<file path="config.mk">
export PLATFORM = sky130hd
export DESIGN_NAME = sdt_timing_counter
export DESIGN_NICKNAME = d
export VERILOG_FILES = /design/src/design/sdt_pkg.sv /design/src/design/sdt_timing_counter.sv
export SDC_FILE = /design/constraint.sdc
export NUM_CORES = 1
export LEC_CHECK = 0
export ABC_AREA = 1
export BUFFER_PORTS_ARGS = -buffer_cell sky130_fd_sc_hd__buf_2
export CAP_MARGIN = 25
export CORE_ASPECT_RATIO = 0.7
export CORE_UTILIZATION = 48
export DETAILED_ROUTE_END_ITERATION = 12
export PLACE_DENSITY_LB_ADDON = 0.1
export SLEW_MARGIN = 20
export SYNTH_ARGS = -nofsm -noshare
export SYNTH_HDL_FRONTEND = slang
export SYNTH_SLANG_ARGS = --single-unit
</file>
<file path="constraint.sdc">
create_clock -name clock_i -period 3.85 [get_ports clock_i]
set_input_delay 0.1925 -clock clock_i [delete_from_list [all_inputs] [get_ports clock_i]]
set_output_delay 0.1925 -clock clock_i [all_outputs]
set_load 0.02 [all_outputs]
</file>
<file path="src/design/sdt_pkg.sv">
// Purpose: Shared constants and types of the step distance timing counter.
// Assumes: One 200 MHz system clock; all inputs are synchronous to it.
// Notes: Long delays are cycle counts derived here from their printed times.
package sdt_pkg;

    // ==========================================================
    // Clock and divider chain
    localparam int unsigned CLK_HZ = 200_000_000;
    localparam int unsigned CLK_NS = 5;
    localparam int unsigned REF_HZ = 80_000;
    localparam int unsigned CNT_HZ = 20_000;
    localparam int unsigned REF_DIV = REF_HZ / CNT_HZ;
    localparam int REF_W = 2;
    localparam logic [REF_W-1:0] REF_LAST = REF_W'(REF_DIV - 1);
    localparam logic [REF_W-1:0] REF_ZERO = 2'h0;

    // ==========================================================
    // Drive phases within one 5 kHz period, 50 us each
    localparam logic [1:0] PH_EARLY = 2'h0;
    localparam logic [1:0] PH_LATE = 2'h1;

    // ==========================================================
    // Distance scaling, 1280 gated pulses per meter
    localparam int unsigned DIV_A = 10;
    localparam int unsigned DIV_B = 128;
    localparam int DIVA_W = 4;
    localparam int DIVB_W = 7;
    localparam logic [DIVA_W-1:0] DIVA_LAST = DIVA_W'(DIV_A - 1);
    localparam logic [DIVB_W-1:0] DIVB_LAST = DIVB_W'(DIV_B - 1);
    localparam logic [DIVA_W-1:0] DIVA_ZERO = 4'h0;

    // ==========================================================
    // Per-step clear pulse and readout delay
    localparam int unsigned RST_NS = 10_000;
    localparam int unsigned RST_CYC = (RST_NS + CLK_NS - 1) / CLK_NS;
    localparam int RST_W = 11;
    localparam int unsigned DELAY_MS = 90;
    localparam int unsigned DELAY_CYC_DEF = DELAY_MS * (CLK_HZ / 1000);
    localparam int SLOT_W = 25;
    localparam int NSLOT = 2;

    // ==========================================================
    // Types
    typedef struct packed {
        logic lo;
        logic hi;
    } sdt_thresh_t;

    typedef struct packed {
        logic early;
        logic late;
    } sdt_drive_t;

    typedef enum logic [2:0] {
        ST_WAIT_MIN,
        ST_WAIT_JOIN,
        ST_RAMP,
        ST_GATE,
        ST_CLEAR
    } sdt_state_t;

endpackage

</file>
<file path="src/design/sdt_timing_counter.sv">
// Purpose: Divider chain, quadrature coil drive and step gated distance count.
// Assumes: ref_clk_i is the 80 kHz reference, sampled as a synchronous level.
// Notes: Distance pulses leave one clock wide; the readout driver stretches them.
//
// Contract
// - Divide the 80 kHz reference by four to give the 20 kHz count clock.
// - Send the 20 kHz clock to the step counting and scaling logic.
// - Halve 20 kHz to 10 kHz, then halve again to 5 kHz.
// - NAND-decode 10 kHz and 5 kHz into early and late drive pulses.
// - Each drive pulse is high 50 us, a quarter of the period.
// - The late pulse starts 50 us after the early pulse, 90 degrees apart.
// - Both drive signals stay locked in quadrature while running.
// - Gate opens at lower threshold crossing and closes at upper crossing.
// - Only while the gate is open are 20 kHz pulses counted.
// - Every 1280 counted pulses give one meter increment.
// - Derive a clear pulse from the gate to reset the receiver.
// - Measure only on the second foot event; the first marks the minimum.
// - Repeat measure, count and clear for every step, then rearm.
// - Scale by a divide-by-ten stage then a divide-by-128 stage.
// - Time the clear pulse from the upper threshold crossing.
// - Repeat each meter increment to the readout after 90 ms.
`timescale 1ns/10ps
module sdt_timing_counter #(
    parameter int unsigned DELAY_CYC = sdt_pkg::DELAY_CYC_DEF
) (
    // Clock and reset
    input wire logic clock_i,
    input wire logic reset_n_i,
    // Reference and receiver
    input wire logic ref_clk_i,
    input wire logic foot_evt_i,
    input wire sdt_pkg::sdt_thresh_t thresh_i,
    // Coil drive and divider outputs
    output sdt_pkg::sdt_drive_t drive_o,
    output logic clk20_o,
    output logic clk10_o,
    output logic clk5_o,
    // Step processing
    output logic gate_o,
    output logic step_rst_o,
    output logic meter_pulse_o
);
    import sdt_pkg::*;

    // ==========================================================
    // Reset release
    logic rst_meta_r;
    logic rst_n;

    always_ff @(posedge clock_i or negedge reset_n_i) begin
        if (!reset_n_i) begin
            rst_meta_r <= 1'b0;
            rst_n <= 1'b0;
        end else begin
            rst_meta_r <= 1'b1;
            rst_n <= rst_meta_r;
        end
    end

    // ==========================================================
    // Divider chain
    logic ref_q_r;
    logic [REF_W-1:0] ref_cnt_r;
    logic q10_r;
    logic q5_r;
    wire ref_rise = ref_clk_i & ~ref_q_r;
    wire tick20 = ref_rise && (ref_cnt_r == REF_LAST);
    wire [REF_W-1:0] ref_cnt_nxt = ref_rise ? ref_cnt_r + 2'h1 : ref_cnt_r;
    wire q10_nxt = tick20 ? ~q10_r : q10_r;
    wire q5_nxt = (tick20 && q10_r) ? ~q5_r : q5_r;

    always_ff @(posedge clock_i or negedge rst_n) begin
        if (!rst_n) begin
            ref_q_r <= 1'b0;
            ref_cnt_r <= REF_ZERO;
            q10_r <= 1'b0;
            q5_r <= 1'b0;
        end else begin
            ref_q_r <= ref_clk_i;
            ref_cnt_r <= ref_cnt_nxt;
            q10_r <= q10_nxt;
            q5_r <= q5_nxt;
        end
    end

    // ==========================================================
    // Quadrature drive decode
    // Both pulses come from one counter, so they can never drift apart.
    wire early_n = ~(~q5_nxt & ~q10_nxt);
    wire late_n = ~(~q5_nxt & q10_nxt);
    sdt_drive_t drive_r;
    sdt_drive_t drive_nxt;
    assign drive_nxt.early = ~early_n;
    assign drive_nxt.late = ~late_n;

    always_ff @(posedge clock_i or negedge rst_n) begin
        if (!rst_n) begin
            drive_r <= '0;
        end else begin
            drive_r <= drive_nxt;
        end
    end

    assign drive_o = drive_r;
    assign clk20_o = ref_cnt_r[REF_W-1];
    assign clk10_o = q10_r;
    assign clk5_o = q5_r;

    // ==========================================================
    // Step sequence
    sdt_state_t st_r;
    sdt_state_t st_nxt;
    logic foot_q_r;
    logic [RST_W-1:0] rst_cnt_r;
    logic [RST_W-1:0] rst_cnt_nxt;
    wire foot_rise = foot_evt_i & ~foot_q_r;
    wire rst_done = (rst_cnt_r == RST_W'(1));

    always_comb begin
        st_nxt = st_r;
        rst_cnt_nxt = (rst_cnt_r != '0) ? rst_cnt_r - RST_W'(1) : rst_cnt_r;
        unique case (st_r)
            ST_WAIT_MIN: begin
                if (foot_rise) begin
                    st_nxt = ST_WAIT_JOIN;
                end
            end
            ST_WAIT_JOIN: begin
                if (foot_rise) begin
                    st_nxt = ST_RAMP;
                end
            end
            ST_RAMP: begin
                if (thresh_i.lo) begin
                    st_nxt = ST_GATE;
                end
            end
            ST_GATE: begin
                if (thresh_i.hi) begin
                    st_nxt = ST_CLEAR;
                    rst_cnt_nxt = RST_W'(RST_CYC);
                end
            end
            ST_CLEAR: begin
                if (rst_done) begin
                    st_nxt = ST_WAIT_MIN;
                end
            end
            default: begin
                st_nxt = ST_WAIT_MIN;
            end
        endcase
    end

    logic gate_r;
    logic step_rst_r;

    always_ff @(posedge clock_i or negedge rst_n) begin
        if (!rst_n) begin
            st_r <= ST_WAIT_MIN;
            foot_q_r <= 1'b0;
            rst_cnt_r <= '0;
            gate_r <= 1'b0;
            step_rst_r <= 1'b0;
        end else begin
            st_r <= st_nxt;
            foot_q_r <= foot_evt_i;
            rst_cnt_r <= rst_cnt_nxt;
            gate_r <= (st_nxt == ST_GATE);
            step_rst_r <= (st_nxt == ST_CLEAR);
        end
    end

    assign gate_o = gate_r;
    assign step_rst_o = step_rst_r;

    // ==========================================================
    // Distance scaling
    // The remainder is not cleared per step, so short steps still add up.
    logic [DIVA_W-1:0] div10_r;
    logic [DIVB_W-1:0] div128_r;
    wire cnt_en = tick20 && (st_r == ST_GATE);
    wire a_wrap = cnt_en && (div10_r == DIVA_LAST);
    wire meter_evt = a_wrap && (div128_r == DIVB_LAST);
    wire [DIVA_W-1:0] div10_nxt = a_wrap ? DIVA_ZERO :
        (cnt_en ? div10_r + 4'h1 : div10_r);
    wire [DIVB_W-1:0] div128_nxt = a_wrap ? div128_r + 7'h01 : div128_r;

    always_ff @(posedge clock_i or negedge rst_n) begin
        if (!rst_n) begin
            div10_r <= '0;
            div128_r <= '0;
        end else begin
            div10_r <= div10_nxt;
            div128_r <= div128_nxt;
        end
    end

    // ==========================================================
    // Readout delay
    // Two slots cover the one or two increments that can be pending within one readout delay.
    logic [NSLOT-1:0] busy_r;
    logic [NSLOT-1:0] busy_nxt;
    logic [SLOT_W-1:0] dly_r [NSLOT];
    logic [SLOT_W-1:0] dly_nxt [NSLOT];
    logic fire;
    logic meter_pulse_r;

    always_comb begin
        logic taken;
        taken = 1'b0;
        fire = 1'b0;
        for (int i = 0; i < NSLOT; i++) begin
            busy_nxt[i] = busy_r[i];
            dly_nxt[i] = dly_r[i];
            if (busy_r[i]) begin
                dly_nxt[i] = dly_r[i] - SLOT_W'(1);
                if (dly_r[i] == SLOT_W'(1)) begin
                    busy_nxt[i] = 1'b0;
                    fire = 1'b1;
                end
            end else if (meter_evt && !taken) begin
                busy_nxt[i] = 1'b1;
                dly_nxt[i] = SLOT_W'(DELAY_CYC);
                taken = 1'b1;
            end
        end
    end

    always_ff @(posedge clock_i or negedge rst_n) begin
        if (!rst_n) begin
            busy_r <= '0;
            dly_r <= '{default: '0};
            meter_pulse_r <= 1'b0;
        end else begin
            busy_r <= busy_nxt;
            dly_r <= dly_nxt;
            meter_pulse_r <= fire;
        end
    end

    assign meter_pulse_o = meter_pulse_r;
endmodule

</file>
==> metrics.yaml <==
status:
  status: "completed"
sta:
  hold_violations: 0
  finalCritPeriodShare_pct: 48.0
  slew_viol_final: 0
  finalCriticalPeriod_ns: 1.85
  worst_pin_slew_ns: 0.812
  skew_ns: 0.00953
  timing.hold.ws_ns: 0.155
  rsz0062_at_grt: "false"
  fin_tns_setup_ns: 0
  fmax_ghz: 0.542
  finalSetupViolCount: 0
  relSlewSlack_pct: 45.8
yosys:
  syn_area_mm2: 0.00505
  ys_seq_elements: 90
  ys.flop_type: "dfrtp_1"
  postSynth.asyncResetShare_pct: 100
  synth_nets: 688
  synth_top_area_cell: "dfrtp_1"
  synth_warnings: 0
  yosysTopAreaCellShare_pct: 44.6
  synth.avg_cell_area_um2: 7.54
  synth_edf_count: 0
  synthCells: 670
  ys_seq_area_share_pct: 44.6
  yosys.cell_types.count: 43
  synth_area_leaders: "dfrtp_1 45%, nand2_1 12%, nor2_1 8.7%, nand3_1 6.7%, inv_1 6.2%"
clocking:
  cts_resized: 0
  clk_pin_slew_ns: 0.07
  post_cts_buffers: 0
  htreeDepth: 3
  tritoncts.num_buffers: 9
  cts_tree: "yes"
  cts_hold_buf: 3
  clockBufferDepth: 2
  root_buffer: "clkbuf_16"
  numClockSinks: 90
  insertion_delay_ns: 0.34
global_routing:
  grt_use_met2_pct: 30.6
  grt_first_pass_wirelength_mm: 18.6
  grt_busiest_layer: "met1"
  grt_use_total_pct: 21.6
  grt_overflow_total: 0
  use_met3_pct: 4.22
  use_met1_pct: 33.1
  first_global_vias: 3852
  antenna_found_initial: 0
  grt_max_degree: 64
flow_run:
  cap_viol_max_count: 0
final_layout:
  fillers: 894
  area_growth_pct: 9.88
  final_common_cell: "nand2_1"
  diodes: 0
  fin_nets: 708
  fin_area_mm2: 0.00555
  layout_common_cells: "156 x nand2_1, 117 x nor2_1, 89 x dfrtp_1"
  drive_gt1_share_pct: 8.65
critical_path:
  path_max_fanout: 18
  crit_type: "register to register"
  critPathArrivalTime_ns: 2.07
  crit_chain: "inv_1, nor3_1, nand2_1, nand3_1, o21ai_1"
  endpoint_kind: "register"
  cp-start-kind: "register"
  critPathBufInv: 1
  worst_path_largest_cell_delay_ns: 0.77
  crit_family: "flip-flops"
  crit_slowest_cell: "dfrtp_1"
  critPathRequiredTime_ns: 4.08
detailed_routing:
  via_per_inst: 5.19
  drtPass1Iterations: 5
  num_vias: 4267
  drc_errors: 0
  ant_nets: 0
  drt_iter0_drc: 389
  wl_per_cell_um: 13.1
  routed_wirelength_mm: 10.8
die:
  die_y_um: 87.9
  io_pins: 14
  start_util_pct: 50.8
  die_w_um: 125
  die_area_mm2: 0.0110
  rows: 30
  core_mm2: 0.00995
placement:
  dp_hpwl_mm: 7.98
  gp_congestion: 0.822
  postPlaceCellArea_mm2: 0.00523
  port_buffers: 13
hold_path:
  hold_class: "primary input to register"
pwr:
  power.density_mw_per_mm2: 431
  total_power_mw: 2.40
  p_leak_nw: 2.74
  ir_worst_vdd_uv: 228
[state kept, by name, summed over array words and instances, names as in the netlist]
name	count
clk5_o	1
step_rst_o	1
foot_q_r	1
div128_r	7
rst_n	1
rst_cnt_r	11
rst_meta_r	1
clk10_o	1
drive_o	2
ref_cnt_r	2
meter_pulse_o	1
gate_o	1
ref_q_r	1
st_r	3
busy_r	2
dly_r	50
div10_r	4
[per-stage QoR]
step           util (%)  instances  setup slack [ns]
5_1_grt            55.8        822              1.79
4_1_cts            55.8        822              2.01
3_5_place_dp       52.6        804              2.02
2_1_floorplan         -        670              1.16
6_report           55.8        822              2.00
3_3_place_gp       52.6        804              2.09
[cell type report]
cell class              instances  area [µm²]  area share, %
multi-input cells             487        2420           43.7
flip-flops and latches         90        2260           40.6
inverters                      85         319           5.74
clock buffers                   9         225           4.05
well taps                     128         160           2.88
repair buffers                 17         103           1.85
clock inverters                 6        66.3           1.19
[cells by family (layout without fill, tap and decap cells)]
logic type,count (synthesis),after routing,share of synthesized area [%]
fa+ha+maj,12,12,2.97
simple gates,398,398,35.6
xor+xnor,11,11,1.91
compound gates,63,63,6.98
other cells,1,1,0.0742
mux,2,2,0.421
flops,90,90,44.6
buf+inv,93,117,7.48
[synth_stat cells, types with 2 or more instances]
cell type / n
nand4_1: 15
nor2_2: 3
o21ai_2: 2
ha_1: 12
xnor2_1: 5
inv_1: 83
dfrtp_1: 90
o22ai_1: 3
o21bai_1: 4
o21ai_0: 33
inv_2: 2
xor2_1: 6
nand3b_1: 3
nor3_1: 13
buf_2: 2
nor2_4: 6
nand2_4: 2
nand2_1: 156
clkbuf_1: 2
nand3_1: 68
o21ai_1: 7
a21oi_1: 9
nand2_2: 6
buf_6: 3
nor2_1: 117
[per-layer routing]
metal  part of all wire, %  vias to the layer above  wire [µm]
met5                     0                        -          0
met4                   1.1                        0        123
met3                   5.5                       13        598
met2                    40                      105       4310
met1                    53                     1965       5750
li1                      -                     2184          -
[worst min-delay path, delay by kind of cell]
kind | cells | cell delay [ns]
buffers and inverters | 2 | 0.13
and+or+nand+nor | 3 | 0.15
[report_power, final]
part	leakage [nW]	switching, mW	internal (mW)
Combinational	1.62	0.251	0.140
Sequential	0.981	0.0831	1.05
Clock	0.139	0.371	0.502
[final timing paths]
path | from | to | slack (ns) | depth (start not counted)
worst max-delay path | busy_r[0] | dly_r[44] | 2.00 | 5
worst min-delay path | thresh_i[1] | st_r[0] | 0.16 | 5
worst max register to register | busy_r[0] | dly_r[44] | 2.00 | 5
worst min register to register | rst_meta_r | rst_n | 0.36 | 0
max in group asynchronous | rst_n | dly_r[3] | 2.57 | 1
min in group asynchronous | reset_n_i | rst_n | 0.17 | 2
(Power assumes the default switching activity.)
